[src/shared/rpx_regs.vh]
/*
  constants for the row pointer and crossbar control block: array size,
  configuration word layout, reset values.
  assumes inclusion by bare name from the design files.
*/
`ifndef RPX_REGS_VH
`define RPX_REGS_VH
`define RPX_ACT_COLS        13'd4536
`define RPX_ACT_ROWS        13'd3024
`define RPX_EXTRA           13'd24
`define RPX_ROWS_TOTAL      13'd3048
`define RPX_COLS_TOTAL      13'd4560
`define RPX_ROW_W           12
`define RPX_CFG_W           16
`define RPX_CFG_XSUB_LSB    0
`define RPX_CFG_YSUB_LSB    3
`define RPX_CFG_AMP_LSB     6
`define RPX_CFG_XB_AUTO     10
`define RPX_CFG_XB_INIT     11
`define RPX_CFG_XB_MAN      12
`define RPX_CFG_RESET       16'h03C1
`define RPX_LEAD_RESET      12'h000
`define RPX_A_CTRL          32'h0000_0000
`define RPX_A_LEAD          32'h0000_0004
`define RPX_A_STAT          32'h0000_0008
`define RPX_A_PTRS          32'h0000_000C
`endif

[src/verilog/rpx_top.v]
/*
  row pointer and output crossbar control with a classic wishbone slave.
  assumes camera controller pins are asynchronous to clk_i and are
  synchronised here; wishbone master is on clk_i.
  unmapped reads return zero and unmapped writes are dropped; every
  bus request is answered on the next edge.
*/
`timescale 1ns/10ps
`include "rpx_regs.vh"
// What this block does
// - a read pointer and a reset pointer are kept apart, the reset one leading by a set count.
// - every row read is also reset afterwards for double sampling.
// - the signal level is held, then the reset level, and the two are subtracted.
// - the array spans 4536 by 3024 active pixels plus 24 extra columns and rows.
// - subsampling, amplifier power and extras come from the configuration word.
// - each output amplifier has its own operate or standby bit.
// - the crossbar keeps green pixels on one output.
// - the crossbar runs either auto toggling or manual state from configuration.
// - in auto mode the crossbar inverts on every crossbar row clock rising edge that comes without sync.
// - a crossbar sync loads the crossbar state from the initial configuration bit.
// - pixel (0,0) is green on a green-red row, so state 0 means green on output 0.
// - each rising edge of a pointer clock moves that pointer to a new row.
// - a sync level sampled on a pointer clock edge returns the pointer to row 0.
module rpx_top (
  // clock and reset
  input  wire        clk_i,
  input  wire        rst_i,
  // wishbone slave
  input  wire        cyc_i,
  input  wire        stb_i,
  input  wire        we_i,
  input  wire [31:0] adr_i,
  input  wire [3:0]  sel_i,
  input  wire [31:0] dat_i,
  output reg  [31:0] dat_o,
  output reg         ack_o,
  // controller pins
  input  wire        read_pointer_clock_i,
  input  wire        read_pointer_sync_i,
  input  wire        reset_pointer_clock_i,
  input  wire        reset_pointer_sync_i,
  input  wire        xbar_clock_i,
  input  wire        xbar_sync_i,
  // row drive and column stage
  output reg  [11:0] read_row_o,
  output reg  [11:0] reset_row_o,
  output reg         row_reset_o,
  output reg         signal_sample_hold_o,
  output reg         reset_sample_hold_o,
  output reg         subtract_o,
  // crossbar and amplifiers
  output reg         xbar_state_o,
  output reg  [3:0]  amp_enable_o,
  output reg  [2:0]  x_subsample_o,
  output reg  [2:0]  y_subsample_o
);
  localparam ST_IDLE  = 2'd0;
  localparam ST_SIG   = 2'd1;
  localparam ST_RST   = 2'd2;
  localparam ST_SUB   = 2'd3;
  localparam IDX_CTRL = 3'd0;
  localparam IDX_LEAD = 3'd1;
  localparam IDX_STAT = 3'd2;
  localparam IDX_PTRS = 3'd3;
  localparam IDX_NONE = 3'd4;

  wire        rpc_s, rps_s, spc_s, sps_s, xbc_s, xbs_s;
  reg         rpc_d_reg, spc_d_reg, xbc_d_reg;
  reg  [15:0] cfg_reg;
  reg  [11:0] lead_reg;
  reg  [1:0]  st_reg;
  reg  [1:0]  st_next;
  reg         xbar_reg;
  reg         xbar_next;
  reg         ld_reg;
  wire [11:0] rd_row, rs_row;
  wire        rd_adv, rs_adv, xb_adv;
  wire        wb_req;
  wire [2:0]  wb_idx;
  wire [15:0] cfg_merged;
  wire [15:0] lead_merged;
  wire [11:0] rs_load_val;

  function [11:0] wrap_add;
    input [11:0] a;
    input [11:0] b;
    reg   [12:0] s;
    begin
      s = {1'b0, a} + {1'b0, b};
      if (s >= `RPX_ROWS_TOTAL)
        s = s - `RPX_ROWS_TOTAL;
      // a lead above the array still lands inside it
      if (s >= `RPX_ROWS_TOTAL)
        s = s - `RPX_ROWS_TOTAL;
      wrap_add = s[11:0];
    end
  endfunction

  // register index from byte address
  function [2:0] reg_index;
    input [31:0] adr;
    begin
      if (adr == `RPX_A_CTRL)
        reg_index = IDX_CTRL;
      else if (adr == `RPX_A_LEAD)
        reg_index = IDX_LEAD;
      else if (adr == `RPX_A_STAT)
        reg_index = IDX_STAT;
      else if (adr == `RPX_A_PTRS)
        reg_index = IDX_PTRS;
      else
        reg_index = IDX_NONE;
    end
  endfunction

  // byte lane merge of a 16-bit word
  function [15:0] lane_merge;
    input [15:0] old_w;
    input [15:0] new_w;
    input [1:0]  lanes;
    begin
      lane_merge = old_w;
      if (lanes[0])
        lane_merge[7:0] = new_w[7:0];
      if (lanes[1])
        lane_merge[15:8] = new_w[15:8];
    end
  endfunction

  // rising edge of a synchronised level
  function rise;
    input now_v;
    input last_v;
    begin
      rise = now_v & ~last_v;
    end
  endfunction

  rpx_sync2 u_s0 (.clk_i(clk_i), .rst_i(rst_i), .d_i(read_pointer_clock_i),  .q_o(rpc_s));
  rpx_sync2 u_s1 (.clk_i(clk_i), .rst_i(rst_i), .d_i(read_pointer_sync_i),   .q_o(rps_s));
  rpx_sync2 u_s2 (.clk_i(clk_i), .rst_i(rst_i), .d_i(reset_pointer_clock_i), .q_o(spc_s));
  rpx_sync2 u_s3 (.clk_i(clk_i), .rst_i(rst_i), .d_i(reset_pointer_sync_i),  .q_o(sps_s));
  rpx_sync2 u_s4 (.clk_i(clk_i), .rst_i(rst_i), .d_i(xbar_clock_i),          .q_o(xbc_s));
  rpx_sync2 u_s5 (.clk_i(clk_i), .rst_i(rst_i), .d_i(xbar_sync_i),           .q_o(xbs_s));

  always @(posedge clk_i) begin
    if (rst_i) begin
      rpc_d_reg <= 1'b0;
      spc_d_reg <= 1'b0;
      xbc_d_reg <= 1'b0;
    end else begin
      rpc_d_reg <= rpc_s;
      spc_d_reg <= spc_s;
      xbc_d_reg <= xbc_s;
    end
  end

  // rising edges of the pointer and crossbar clocks
  assign rd_adv = rise(rpc_s, rpc_d_reg);
  assign rs_adv = rise(spc_s, spc_d_reg);
  assign xb_adv = rise(xbc_s, xbc_d_reg);

  // two independent pointers; lead load places reset ahead of read
  assign rs_load_val = wrap_add(rd_row, lead_reg);
  rpx_rowptr u_rd (
    .clk_i      (clk_i),
    .rst_i      (rst_i),
    .adv_i      (rd_adv),
    .sync_i     (rps_s),
    .load_val_i (12'h000),
    .load_i     (1'b0),
    .row_o      (rd_row)
  );

  rpx_rowptr u_rs (
    .clk_i      (clk_i),
    .rst_i      (rst_i),
    .adv_i      (rs_adv),
    .sync_i     (sps_s),
    .load_val_i (rs_load_val),
    .load_i     (ld_reg),
    .row_o      (rs_row)
  );

  // wishbone single cycle slave, ack one cycle after request
  assign wb_req      = cyc_i & stb_i & ~ack_o;
  assign wb_idx      = reg_index(adr_i);
  assign cfg_merged  = lane_merge(cfg_reg, dat_i[15:0], sel_i[1:0]);
  assign lead_merged = lane_merge({4'h0, lead_reg}, dat_i[15:0], sel_i[1:0]);

  always @(posedge clk_i) begin
    if (rst_i) begin
      cfg_reg  <= `RPX_CFG_RESET;
      lead_reg <= `RPX_LEAD_RESET;
      ack_o    <= 1'b0;
      dat_o    <= 32'h0000_0000;
      ld_reg   <= 1'b0;
    end else begin
      ack_o  <= wb_req;
      ld_reg <= 1'b0;
      if (wb_req && we_i) begin
        if (wb_idx == IDX_CTRL) begin
          cfg_reg <= cfg_merged;
        end else if (wb_idx == IDX_LEAD) begin
          lead_reg <= lead_merged[11:0];
          ld_reg   <= dat_i[31] & sel_i[3];
        end
      end
      if (wb_req && !we_i) begin
        if (wb_idx == IDX_CTRL)
          dat_o <= {16'h0000, cfg_reg};
        else if (wb_idx == IDX_LEAD)
          dat_o <= {20'h00000, lead_reg};
        else if (wb_idx == IDX_STAT)
          dat_o <= {28'h0000000, st_reg, 1'b0, xbar_reg};
        else if (wb_idx == IDX_PTRS)
          dat_o <= {4'h0, rs_row, 4'h0, rd_row};
        else
          dat_o <= 32'h0000_0000;
      end
    end
  end

  // crossbar: sync load beats toggle; state 0 puts green on output 0
  always @* begin
    xbar_next = xbar_reg;
    if (xb_adv && xbs_s) begin
      xbar_next = cfg_reg[`RPX_CFG_XB_INIT];
    end else if (!cfg_reg[`RPX_CFG_XB_AUTO]) begin
      xbar_next = cfg_reg[`RPX_CFG_XB_MAN];
    end else if (xb_adv) begin
      xbar_next = ~xbar_reg;
    end
  end

  always @(posedge clk_i) begin
    if (rst_i) begin
      xbar_reg <= 1'b0;
    end else begin
      xbar_reg <= xbar_next;
    end
  end

  // per row: hold signal, reset row, then hold reset level and subtract together
  always @* begin
    st_next = st_reg;
    case (st_reg)
      ST_IDLE: begin
        if (rd_adv)
          st_next = ST_SIG;
      end
      ST_SIG:  st_next = ST_RST;
      ST_RST:  st_next = ST_SUB;
      default: st_next = ST_IDLE;
    endcase
  end

  always @(posedge clk_i) begin
    if (rst_i) begin
      st_reg <= ST_IDLE;
    end else begin
      st_reg <= st_next;
    end
  end

  // row drive outputs
  always @(posedge clk_i) begin
    if (rst_i) begin
      read_row_o  <= 12'h000;
      reset_row_o <= 12'h000;
    end else begin
      read_row_o  <= rd_row;
      reset_row_o <= rs_row;
    end
  end

  // column stage outputs
  always @(posedge clk_i) begin
    if (rst_i) begin
      row_reset_o          <= 1'b0;
      signal_sample_hold_o <= 1'b0;
      reset_sample_hold_o  <= 1'b0;
      subtract_o           <= 1'b0;
    end else begin
      row_reset_o          <= (st_reg == ST_RST);
      signal_sample_hold_o <= (st_reg == ST_SIG) | (st_reg == ST_RST) | (st_reg == ST_SUB);
      reset_sample_hold_o  <= (st_reg == ST_SUB);
      subtract_o           <= (st_reg == ST_SUB);
    end
  end

  // crossbar and amplifier outputs
  always @(posedge clk_i) begin
    if (rst_i) begin
      xbar_state_o  <= 1'b0;
      amp_enable_o  <= 4'h0;
      x_subsample_o <= 3'h0;
      y_subsample_o <= 3'h0;
    end else begin
      xbar_state_o  <= xbar_reg;
      amp_enable_o  <= cfg_reg[`RPX_CFG_AMP_LSB +: 4];
      x_subsample_o <= cfg_reg[`RPX_CFG_XSUB_LSB +: 3];
      y_subsample_o <= cfg_reg[`RPX_CFG_YSUB_LSB +: 3];
    end
  end

endmodule

[src/verilog/rpx_sync2.v]
/*
  two flip-flop synchroniser for one pin level.
  assumes the pin is asynchronous to clk_i.
*/
`timescale 1ns/10ps
module rpx_sync2 (
  // clock and reset
  input  wire clk_i,
  input  wire rst_i,
  // pin in, level out
  input  wire d_i,
  output reg  q_o
);
  reg meta_reg;
  always @(posedge clk_i) begin
    if (rst_i) begin
      meta_reg <= 1'b0;
      q_o      <= 1'b0;
    end else begin
      meta_reg <= d_i;
      q_o      <= meta_reg;
    end
  end
endmodule

[src/verilog/rpx_rowptr.v]
/*
  one row pointer: advances on a clock enable, returns to row 0 when sync is high with it.
  assumes one-cycle advance pulses from synchronised pin edges.
*/
`timescale 1ns/10ps
`include "rpx_regs.vh"
module rpx_rowptr (
  // clock and reset
  input  wire                    clk_i,
  input  wire                    rst_i,
  // control
  input  wire                    adv_i,
  input  wire                    sync_i,
  input  wire [`RPX_ROW_W-1:0]   load_val_i,
  input  wire                    load_i,
  // state
  output reg  [`RPX_ROW_W-1:0]   row_o
);
  always @(posedge clk_i) begin
    if (rst_i) begin
      row_o <= {`RPX_ROW_W{1'b0}};
    end else if (load_i) begin
      row_o <= load_val_i;
    end else if (adv_i && sync_i) begin
      row_o <= {`RPX_ROW_W{1'b0}};
    end else if (adv_i) begin
      if ({1'b0, row_o} == `RPX_ROWS_TOTAL - 13'd1)
        row_o <= {`RPX_ROW_W{1'b0}};
      else
        row_o <= row_o + 12'h001;
    end
  end
endmodule

[config.mk]
export PLATFORM = sky130hd
export DESIGN_NAME = rpx_top
export DESIGN_NICKNAME = d
export VERILOG_FILES = /design/src/verilog/rpx_top.v /design/src/verilog/rpx_sync2.v /design/src/verilog/rpx_rowptr.v
export VERILOG_INCLUDE_DIRS = /design/src /design/src/shared
export SDC_FILE = /design/constraint.sdc
export NUM_CORES = 1
export LEC_CHECK = 0
export BUFFER_PORTS_ARGS = -buffer_cell sky130_fd_sc_hd__buf_2
export CORE_UTILIZATION = 49
export DETAILED_ROUTE_END_ITERATION = 6
export MAX_ROUTING_LAYER = met4
export PLACE_DENSITY = 0.82
export SLEW_MARGIN = 20
export SYNTH_ARGS = -nofsm -noshare
export SYNTH_HDL_FRONTEND = slang
export SYNTH_HIERARCHICAL = 1
export SYNTH_SLANG_ARGS = --single-unit
[constraint.sdc]
create_clock -name clk_i -period 5.1 [get_ports clk_i]
set_clock_uncertainty 0.1 [all_clocks]
set_input_delay 1.275 -clock clk_i [delete_from_list [all_inputs] [get_ports clk_i]]
set_output_delay 1.275 -clock clk_i [all_outputs]
set_load 0.1 [all_outputs]
Yosys cells after proc, flatten, opt, wreduce, memory -nomap -nowiden:

Cells that the tools add are included.

* add/sub/neg operators: 5
* $lt $le $gt $ge: 2
* equal/unequal tests: 13
* multiplexer cells: 20
* bitwise logic cells: 16
* reductions and logical operators: 16

Operators by type and width (number)
* 28-bit 2-to-1 mux: 4
* 12-bit 2-to-1 mux: 6
* 32-bit by 4-bit == test with 1-bit output, second input constant: 2
* 32-bit by 3-bit == test with 1-bit output, second input constant: 1
* 32-bit zero test: 1
* 13-bit by 12-bit greater-or-equal comparator with 1-bit output, second input constant: 2
* 12-bit by 1-bit adder with 12-bit output, second input constant: 2
* 12-bit == test, second input constant: 2
* 12-bit by 12-bit adder with 13-bit output: 1
* 13-bit 2-to-1 mux: 1
* 13-bit by 12-bit subtractor with 13-bit output, second input constant: 1
* 3-bit 2-to-1 mux: 4
* 12-bit subtractor, second input constant: 1
* 1-bit NOT: 8
* 4-bit AND reduction: 2
* 1-bit bitwise AND: 6
* 3-bit by 2-bit == test with 1-bit output, second input constant: 2
* 2-bit one-hot mux with 3 select lines: 1
* 3-bit AND reduction: 2
* 1-bit logical AND: 5
* 2-bit == test, second input constant: 2
* 4-bit OR reduction: 1
* 3-bit by 1-bit == test with 1-bit output, second input constant: 1
* 3-bit zero test: 1
* other kinds (10): 13

* register bits after elaboration: 142
* input port bits: 79
* output and inout port bits: 72
* logic and storage cells: 107

Logic depth before layout (Yosys ltp):

Gate-level depths: netlist of the first run.

* depth after elaboration: 10
* gate-level depth with buffers: 22
* depth with buffers taken out: 21

By module:

Netlist of the first run, hierarchy kept.

Modules (own cells, without submodules)
* rpx_top: instances 1, cells each 537, area each 4982.3 sq um, seq. area each 2042.0 sq um
* rpx_rowptr: instances 2, cells each 93, area each 803.3 sq um, seq. area each 240.2 sq um
* rpx_sync2: instances 6, cells each 4, area each 52.6 sq um, seq. area each 40.0 sq um

Least setup slack after synthesis of the first run:

Ideal clock, no wire load.

* path kind: register to register
* start point: register u_rd.row_o[0]
* end point: register u_rs.row_o[7]
* library setup time: 0.075 ns
* arrival: 4.845 ns
* required time: 4.925 ns
* setup slack: 0.081 ns
* stages on the path, launching flop included: 23
* path buffers: 1
* period minus slack after synthesis: 5.019 ns
* cells stage by stage: dfxtp_1 -> ha_1 -> inv_1 -> fa_1 -> nand2b_1 -> a21oi_1 -> xor2_1 -> inv_1 -> ha_1 -> inv_1 -> a21oi_1 -> nor4_2 -> a311oi_2 -> or2_2 -> clkbuf_1 -> xnor2_1 -> ha_1 -> or2_2 -> or4_4 -> and3_1 -> a2111oi_1 -> nand2_1 -> o22ai_1

* cells in the longest elaborated chain, start to end: 6
* elaborated cells on any way between the ends: 8
* classes of those cells: 3 x add/sub; 2 x order compare; 3 x mux

Ends and longest elaborated chain
* from (decl): line rpx_rowptr.v:17 `` output reg [`RPX_ROW_W-1:0] row_o ``
* from (signal assigned): line rpx_rowptr.v:21 `` row_o <= {`RPX_ROW_W{1'b0}}; ``
* from (signal assigned): line rpx_rowptr.v:23 `row_o <= load_val_i;`
* from (signal assigned): line rpx_rowptr.v:25 `` row_o <= {`RPX_ROW_W{1'b0}}; ``
* 12-bit by 12-bit adder with 13-bit output *: line rpx_top.v:89 `s = {1'b0, a} + {1'b0, b};`
* 13-bit by 12-bit subtractor with 13-bit output (no line) or 13-bit by 12-bit greater-or-equal comparator with 1-bit output (tied branches)
* 13-bit 2-to-1 mux *: line rpx_top.v:90 `` if (s >= `RPX_ROWS_TOTAL) ``
* 12-bit subtractor (no line) or 13-bit by 12-bit greater-or-equal comparator with 1-bit output (tied branches)
* 12-bit 2-to-1 mux *: line rpx_top.v:93 `` if (s >= `RPX_ROWS_TOTAL) ``
* net rs_load_val[7]: line rpx_top.v:82 `wire [11:0] rs_load_val;`
* 12-bit 2-to-1 mux *: line rpx_rowptr.v:22 `end else if (load_i) begin`
* to (signal assigned): line rpx_rowptr.v:21
* to (signal assigned): line rpx_rowptr.v:23
* to (signal assigned): line rpx_rowptr.v:25
* to (decl): line rpx_rowptr.v:17

Mark *: on every way through the listed nets, which the timed path passes. The rest lies on a longest branch.
A chain may end at the register's enable or synchronous reset.

Worst setup path in the final report of the first run:

* start point: register lead_reg[0]
* end point: register u_rs.row_o[7]

* cells in the longest elaborated chain, start to end: 6
* elaborated cells on any way between the ends: 8
* classes of those cells: 3 x add/sub; 2 x order compare; 3 x mux

Ends and longest elaborated chain
* from (decl): line rpx_top.v:70 `reg [11:0] lead_reg;`
* from (signal assigned): line rpx_top.v:194 `` lead_reg <= `RPX_LEAD_RESET; ``
* from (signal assigned): line rpx_top.v:205 `lead_reg <= lead_merged[11:0];`
* 12-bit by 12-bit adder with 13-bit output *: line rpx_top.v:89
* 13-bit by 12-bit subtractor with 13-bit output (no line) or 13-bit by 12-bit greater-or-equal comparator with 1-bit output (tied branches)
* 13-bit 2-to-1 mux *: line rpx_top.v:90
* 12-bit subtractor (no line) or 13-bit by 12-bit greater-or-equal comparator with 1-bit output (tied branches)
* 12-bit 2-to-1 mux *: line rpx_top.v:93
* net rs_load_val[7]: line rpx_top.v:82
* 12-bit 2-to-1 mux *: line rpx_rowptr.v:22

Marks and branches as above.

==> results_dict.tcl, run 1 <==
set metrics [dict create \
    place_area_um2 7960 \
    routed_wl_um 18100 \
    synthTopCellsByArea "dfxtp_1 (40%), nor2b_1 (5.1%), nor2_1 (4.4%)" \
    synth_top_area_share_pct 40.0 \
    rsz0062_at_grt "no" \
    critPathArrivalTime_ps 5050 \
    crit_path_start_kind "flop" \
    syn_avg_cell_area_um2 9.24 \
    reg2reg_from "lead_reg[0]" \
    ys.flop_type "dfxtp_1" \
    ys_seq_elements 138 \
    final_area_um2 8640 \
    grt_max_degree 73 \
    slew_headroom_pct 28.3 \
    synthCells 747 \
    cts_setup_buffers 0 \
    gr-usage-met2_pct 42.8 \
    antenna_left 0 \
    num_vias 6297 \
    initial_utilization_pct 49.9 \
    synth_edf_count 0 \
    cap_viol_max_count 0 \
    path_clk_slew_ps 60 \
    crit_fanout 3 \
    p_leak_nw 3.76 \
    ys_types 76 \
    powerDensity_nw_per_um2 316 \
    hpwl_um 12800 \
    endpoint "u_rs/row_o[7]" \
    ys_async_sr_fraction_pct 0 \
    seq_area_frac_synth_pct 40.0 \
    clockRootBuffer "clkbuf_16" \
    grt_overflow_total 0 \
    dieArea_um2 14600 \
    drt_iter0_drc 495 \
    clock-sinks 138 \
    largest_register_ffs 28 \
    ys_warn_count 6 \
    fmax_ghz 0.208 \
    hold_class "flop to flop" \
    cp_data_required_time_ps 5350 \
    min_period_ps 4800 \
    setup_tns_ps 0 \
    p_total_mw 2.73 \
    maxSlewViolCount 0 \
    antenna_cells 0 \
    r2r_slack_ps 300 \
    grtUsageMet3_pct 5.75 \
    grt_use_total_pct 25.8 \
    setup-violations-final 0 \
    status "completed" \
    synthTopCellsByCount "dfxtp_1 (138), nor2_1 (81), nor2b_1 (56), a21oi_1 (44), nand2_1 (34)" \
    grt_pass1_wl_um 28500 \
    post_route_cells_drive_above_1_share_pct 25.6 \
    critPathCaptureType "flop" \
    drc 0 \
    h-tree-depth 4 \
    grt_pass1_vias 5865 \
    clk_latency_ps 420 \
    synth_area_leader_cell "dfxtp_1" \
    startpoint "lead_reg[0]" \
    io_buffers 130 \
    reg2reg_depth 22 \
    cts_tree "done" \
    io_pins 151 \
    antenna_found_initial 0 \
    viasPerCell 5.69 \
    tightestPinTransition_ps 1070 \
    clk_path_buf_depth 2 \
    dieHeight_um 121 \
    cts_buffers 17 \
    post_drt_wl_per_cell_um 16.3 \
    hold_viol 0 \
    core_area_um2 13800 \
    reg2reg_to "u_rs/row_o[7]" \
    rows 43 \
    layout.nets 1018 \
    criticalPathCategory "flop to flop" \
    routabilityCongestion 0.947 \
    met1_usage_pct 29.7 \
    syn_to_final_growth_pct 25.1 \
    grt.busiest_layer "met2" \
    netlist_area_um2 6900 \
    irDropWorstVdd_uv 229 \
    yosysMostFrequentCell "dfxtp_1" \
    period_share_pct 94.1 \
    die_w_um 121 \
    firstDrtPassIters 5 \
]
[metal layers]
metal | share of wire (%) | vias up
met5 | 0 | -
met4 | 2.8 | 0
met3 | 6.2 | 33
met2 | 49 | 258
met1 | 42 | 2953
li1 | - | 3053
[where the power goes]
group / internal (mW) / total (mW) / switching (mW)
clock network: 0.880 / 1.34 / 0.457
logic: 0.0931 / 0.280 / 0.187
registers: 1.10 / 1.11 / 0.0130
total: 2.07 / 2.73 / 0.657
[worst min-delay path by stage]
stage	from	to	slack, ps	cells after the start
after floorplan	u_s0/meta_reg	u_s0/q_o	310	1
after global placement	u_s3/meta_reg	u_s3/q_o	320	1
after detailed placement	u_s4/meta_reg	u_s4/q_o	330	1
after CTS	u_s3/meta_reg	u_s3/q_o	340	1
after global routing	u_s5/meta_reg	u_s5/q_o	350	1
final	u_s2/meta_reg	u_s2/q_o	340	1
[cell families after synthesis]
| group | synth area share, % |
|---|---|
| simple gates | 23.9 |
| compound gates | 18.2 |
| flops | 40.0 |
| buf+inv | 3.21 |
| mux | 6.47 |
| xor+xnor | 3.53 |
| fa+ha+maj | 4.64 |
| other cells | 0.0543 |
[what timing repair did]
item,4_1_cts,5_1_grt
setup endpoints to repair,0,1
hold buffers,0,0
gates resized for setup,0,9
[placed cells by master, fill, tap and decap left out, types with 17 or more instances in the layout]
| master | instances |
|---|---|
| dfxtp_1 | 137 |
| buf_2 | 129 |
| nor2_1 | 81 |
| nor2b_1 | 56 |
| a21oi_1 | 43 |
| nand2_1 | 34 |
| buf_4 | 32 |
| mux2i_1 | 30 |
| a22oi_1 | 24 |
| conb_1 | 23 |
| ha_1 | 22 |
| nor3_1 | 19 |
| clkbuf_16 | 17 |
[stage by stage]
step / hold WS, ps / worst slack, ps / utilization, % / cells
finish: 338 / 301 / 62.5 / 1107
global route: 355 / 29.9 / 62.5 / 1107
detailed placement: 325 / 138 / 57.6 / 1075
floorplan: 314 / 80.5 / - / 769
CTS: 341 / 106 / 62.2 / 1107
global placement: 319 / 193 / 57.6 / 1075
[cell type report]
class | instances | area, µm²
Clock buffer | 21 | 450
Sequential cell | 138 | 2760
Fill cell | 1149 | 5190
Multi-Input combinational cell | 580 | 4050
Tap cell | 180 | 225
Timing Repair Buffer | 162 | 906
Inverter | 15 | 56.3
Clock inverter | 11 | 191
[critical path, cell delays in order (launching register included)]
cell and delay [ps]:
dfxtp_2 350, ha_2 190, inv_1 50, fa_2 350, nand2b_4 160, a21oi_2 130
xor2_1 190, inv_1 80, ha_1 220, inv_1 80, a21oi_1 50, nor4_2 380
a311oi_2 160, or2_4 280, xnor2_1 150, ha_2 210, or2_2 310, or4_4 430
and3_1 180, a2111oi_4 310, buf_4 160, nand2_1 50, o22ai_1 170
(Power assumes the default switching activity.)
==> run 2: changes to the inputs <==
Settings changed: PLACE_DENSITY 0.82 to 0.76.
==> results_dict.tcl, run 2 (synthesis results as in run 1) <==
set metrics [dict create \
    status "completed" \
    dp_cells 1066 \
    cts_tree "done" \
    grtUsageMet3_pct 5.05 \
    io_buffers 130 \
    grt_pass1_wl_um 27500 \
    grt_use_total_pct 24.6 \
    period_share_pct 95.5 \
    clk_path_buf_depth 2 \
    criticalPathCategory "flop to flop" \
    crit_path_start_kind "flop" \
    h-tree-depth 4 \
    reg2reg_depth 21 \
    postCtsHoldBufs 0 \
    cts_buffers 17 \
    clockRootBuffer "clkbuf_16" \
    viasPerCell 5.59 \
    powerDensity_nw_per_um2 305 \
    io_pins 151 \
    routed_wl_um 17400 \
    drt_iter0_drc 614 \
    hold_viol 0 \
    critPathCaptureType "flop" \
    dieArea_um2 14600 \
    grt_max_degree 73 \
    clock-sinks 138 \
    fillers 1168 \
    maxSlewViolCount 0 \
    cp_slowest_cell "or4_4" \
    slew_headroom_pct 36.1 \
    grt.busiest_layer "met2" \
    slowest_delay_ps 430 \
    routabilityCongestion 0.896 \
    irDropWorstVdd_uv 245 \
    final_area_um2 8520 \
    die_w_um 121 \
    tightestPinTransition_ps 951 \
    layout.nets 1009 \
    hold_depth 1 \
    post_route_cells_drive_above_1_share_pct 25.3 \
    path_cells "ha_2 -> inv_1 -> fa_1 -> nand2b_4 -> a21oi_2 -> xor2_2 -> inv_2 -> ha_1 -> inv_1 -> a21oi_1 -> nor4_2 -> a311oi_2 -> or2_4 -> xnor2_1 -> ha_2 -> or2_2 -> or4_4 -> and3_1 -> a2111oi_4 -> nand2_1 -> o22ai_2" \
    drc 0 \
    place_area_um2 7880 \
    antenna_left 0 \
    grt_pass1_vias 5482 \
    largest_register_ffs 28 \
    p_leak_nw 3.68 \
    fmax_ghz 0.205 \
    path_clk_slew_ps 60 \
    cap_viol_max_count 0 \
    met1_usage_pct 32.6 \
    initial_utilization_pct 49.9 \
    antenna_found_initial 0 \
    instances_no_fill 1098 \
    setup-violations-final 0 \
    cp_data_required_time_ps 5340 \
    crit_family "simple AND/OR/NAND/NOR gates" \
    critPathArrivalTime_ps 5120 \
    clk_latency_ps 420 \
    gr-usage-met2_pct 38.0 \
    hold_class "flop to flop" \
    dieHeight_um 121 \
    post_drt_wl_per_cell_um 15.9 \
    antenna_cells 0 \
    grt_overflow_total 0 \
    crit_fanout 6 \
    hpwl_um 12200 \
    min_period_ps 4870 \
    firstDrtPassIters 5 \
    worst-path-buf-inv 3 \
    mostFrequentLayoutCells "dfxtp_1 (137), buf_2 (129), nor2_1 (81), nor2b_1 (56), a21oi_1 (43)" \
    core_area_um2 13800 \
    syn_to_final_growth_pct 23.5 \
    final_common_cell "dfxtp_1" \
    cp_num_cells 21 \
    rows 43 \
    num_vias 6136 \
]
run 2: cell count changes in the layout (fill, tap and decap cells not counted), sizes merged:
cell / change
buf: -9
clkbuf: -1
clkinv: +1
inv: +1
bufinv: -3
clkinvlp: +2
run 2: worst reg2reg max path, stage by stage (launching register included):
cell       delay, ps
dfxtp_2          350
ha_2             200
inv_1             50
fa_1             390
nand2b_4         170
a21oi_2          180
xor2_2           190
inv_2             80
ha_1             230
inv_1             80
a21oi_1           50
nor4_2           360
a311oi_2         150
or2_4            290
xnor2_1          170
ha_2             220
or2_2            300
or4_4            430
and3_1           190
a2111oi_4        320
nand2_1          110
o22ai_2          200
run 2: final timing paths:
kind / end / startpoint / slack (ps)
worst max register to register: u_rs/row_o[7] / lead_reg[0] / 230
worst min register to register: u_s1/q_o / u_s1/meta_reg / 340
worst min-delay path: u_s1/q_o / u_s1/meta_reg / 340
worst max-delay path: u_rs/row_o[7] / lead_reg[0] / 230
run 2: repair_timing:
item / in CTS / in global routing
setup endpoints to repair: 0 / 5
buffers inserted: 0 / 0
endpoints found under the hold margin: 0 / 0
gates resized for setup: 0 / 12
run 2: layer usage:
layer	share of wire (%)	wire [µm]	vias up
met5	0	0	-
met4	1.3	231	0
met3	4.9	848	20
met2	48	8380	187
met1	46	7950	2895
li1	-	-	3034
run 2: through the flow:
| stage | power, mW | hold WS, ps | setup TNS, ps | util [%] | setup WS [ps] |
|---|---|---|---|---|---|
| after floorplan | 1.32 | 314 | 0 | - | 80.5 |
| after global placement | 1.39 | 316 | 0 | 57.0 | 183 |
| after detailed placement | 1.40 | 322 | 0 | 57.0 | 128 |
| after CTS | 2.60 | 338 | 0 | 61.2 | 114 |
| after global routing | 2.68 | 359 | -16.0 | 61.7 | -16.0 |
| final | 2.60 | 337 | 0 | 61.7 | 227 |
run 2: layout make-up:
class,count,area (µm²),share of cell area [%]
Clock buffer,20,447,5.24
Inverter,15,56.3,0.661
Timing Repair Buffer,153,826,9.69
Sequential cell,138,2760,32.4
Tap cell,180,225,2.64
Multi-Input combinational cell,580,4070,47.7
Clock inverter,12,141,1.66
run 2: power breakdown:
group          switching (mW)  internal, mW
Sequential             0.0153          1.10
Clock                   0.478         0.737
Combinational           0.181        0.0885
==> run 3: changes to the inputs <==
Settings changed: RECOVER_POWER from default to 100, TNS_END_PERCENT from default to 100.
==> results_dict.tcl, run 3 (synthesis results as in run 1) <==
set metrics [dict create \
    antenna_cells 0 \
    grt_use_total_pct 24.6 \
    viasPerCell 5.58 \
    firstDrtPassIters 7 \
    post_route_cells_drive_above_1_share_pct 17.8 \
    grt_max_degree 73 \
    path_clk_slew_ps 60 \
    rows 43 \
    antenna_left 0 \
    syn_to_final_growth_pct 22.1 \
    dp_cells 1066 \
    routed_wl_um 17400 \
    p_leak_nw 3.38 \
    post_drt_wl_per_cell_um 15.9 \
    irDropWorstVdd_uv 244 \
    multi_input_area_um2 4070 \
    initial_utilization_pct 49.9 \
    setup_tns_ps 0 \
    critPathArrivalTime_ps 5120 \
    mostFrequentLayoutCells "dfxtp_1 (137), nor2_1 (81), clkbuf_1 (71), buf_2 (61), nor2b_1 (56)" \
    clk_path_buf_depth 2 \
    cts_tree "done" \
    cap_viol_max_count 1 \
    fillers 1206 \
    maxSlewViolCount 73 \
    clockRootBuffer "clkbuf_16" \
    clock-sinks 138 \
    criticalPathCategory "flop to flop" \
    slew_headroom_pct -110 \
    hold_viol 0 \
    setup-violations-final 0 \
    largest_register_ffs 28 \
    die_w_um 121 \
    dieHeight_um 121 \
    status "finished with violations" \
    min_period_ps 4880 \
    clk_latency_ps 420 \
    hold_class "flop to flop" \
    tightestPinTransition_ps 3150 \
    grt_pass1_vias 5482 \
    io_buffers 130 \
    antenna_found_initial 0 \
    hpwl_um 12200 \
    seqCellArea_um2 2760 \
    drt_iter0_drc 694 \
    critPathCaptureType "flop" \
    violations "design-rule violations, max-capacitance violations, max-slew violations" \
    period_share_pct 95.6 \
    powerDensity_nw_per_um2 308 \
    cts_setup_buffers 0 \
    cts_buffers 17 \
    instances_no_fill 1098 \
    h-tree-depth 4 \
    grt_pass1_wl_um 27500 \
    crit_path_start_kind "flop" \
    io_pins 151 \
    core_area_um2 13800 \
    fmax_ghz 0.205 \
    cp_data_required_time_ps 5340 \
    num_vias 6122 \
    final_common_cell "dfxtp_1" \
    dieArea_um2 14600 \
    layout.nets 1009 \
    drc 1 \
    routabilityCongestion 0.896 \
    grt_overflow_total 0 \
    crit_fanout 6 \
]
## run 3: final timing paths
path / slack (ps) / depth (start not counted) / to / start
max: 220 / 21 / u_rs/row_o[7] / lead_reg[0]
min: 340 / 1 / u_s1/q_o / u_s1/meta_reg
max reg2reg: 220 / 21 / u_rs/row_o[7] / lead_reg[0]
min reg2reg: 340 / 1 / u_s1/q_o / u_s1/meta_reg
## run 3: layout make-up
cell class	instances	share of cell area (%)
repair buffers	153	8.71
inverters	15	0.668
clock inverters	12	1.68
well taps	180	2.67
multi-input cells	580	48.2
clock buffers	20	5.30
flip-flops and latches	138	32.8
## run 3: metal layers
metal	share of wire, %	vias up	global-route usage (%)
met2	48	169	38.0
met5	0	-	-
li1	-	3031	-
met1	46	2900	32.6
met4	1.4	0	7.18
met3	4.6	22	5.05
## run 3: power breakdown
part | total, mW | internal [mW] | leakage (nW) | switching [mW]
clock network | 1.22 | 0.737 | 0.269 | 0.478
logic | 0.268 | 0.0865 | 1.99 | 0.181
registers | 1.11 | 1.10 | 1.12 | 0.0153
## run 3: stage by stage
step	setup WS (ps)	total power, mW	utilization, %	instance area [µm²]	hold WS (ps)
floorplan	80.5	1.32	-	6990	314
global placement	183	1.39	57.0	7880	316
detailed placement	128	1.40	57.0	7880	322
CTS	114	2.60	61.2	8470	338
global route	-16.5	2.68	61.0	8430	359
finish	223	2.60	61.0	8430	336
## run 3: critical path: stages (launching register included)
cell and delay [ps]:
dfxtp_2 350, ha_2 200, inv_1 50, fa_1 390, nand2b_4 170, a21oi_2 180, xor2_2 180, inv_2 80
ha_1 240, inv_1 80, a21oi_1 50, nor4_2 360, a311oi_2 150, or2_4 290, xnor2_1 170, ha_2 220
or2_2 300, or4_4 430, and3_1 190, a2111oi_4 320, nand2_1 110, o22ai_2 200
## run 3: what timing repair did
action,CTS,global route
gates resized for setup,0,12
hold endpoints to repair,0,0
setup endpoints to repair,0,5
hold buffers,0,0
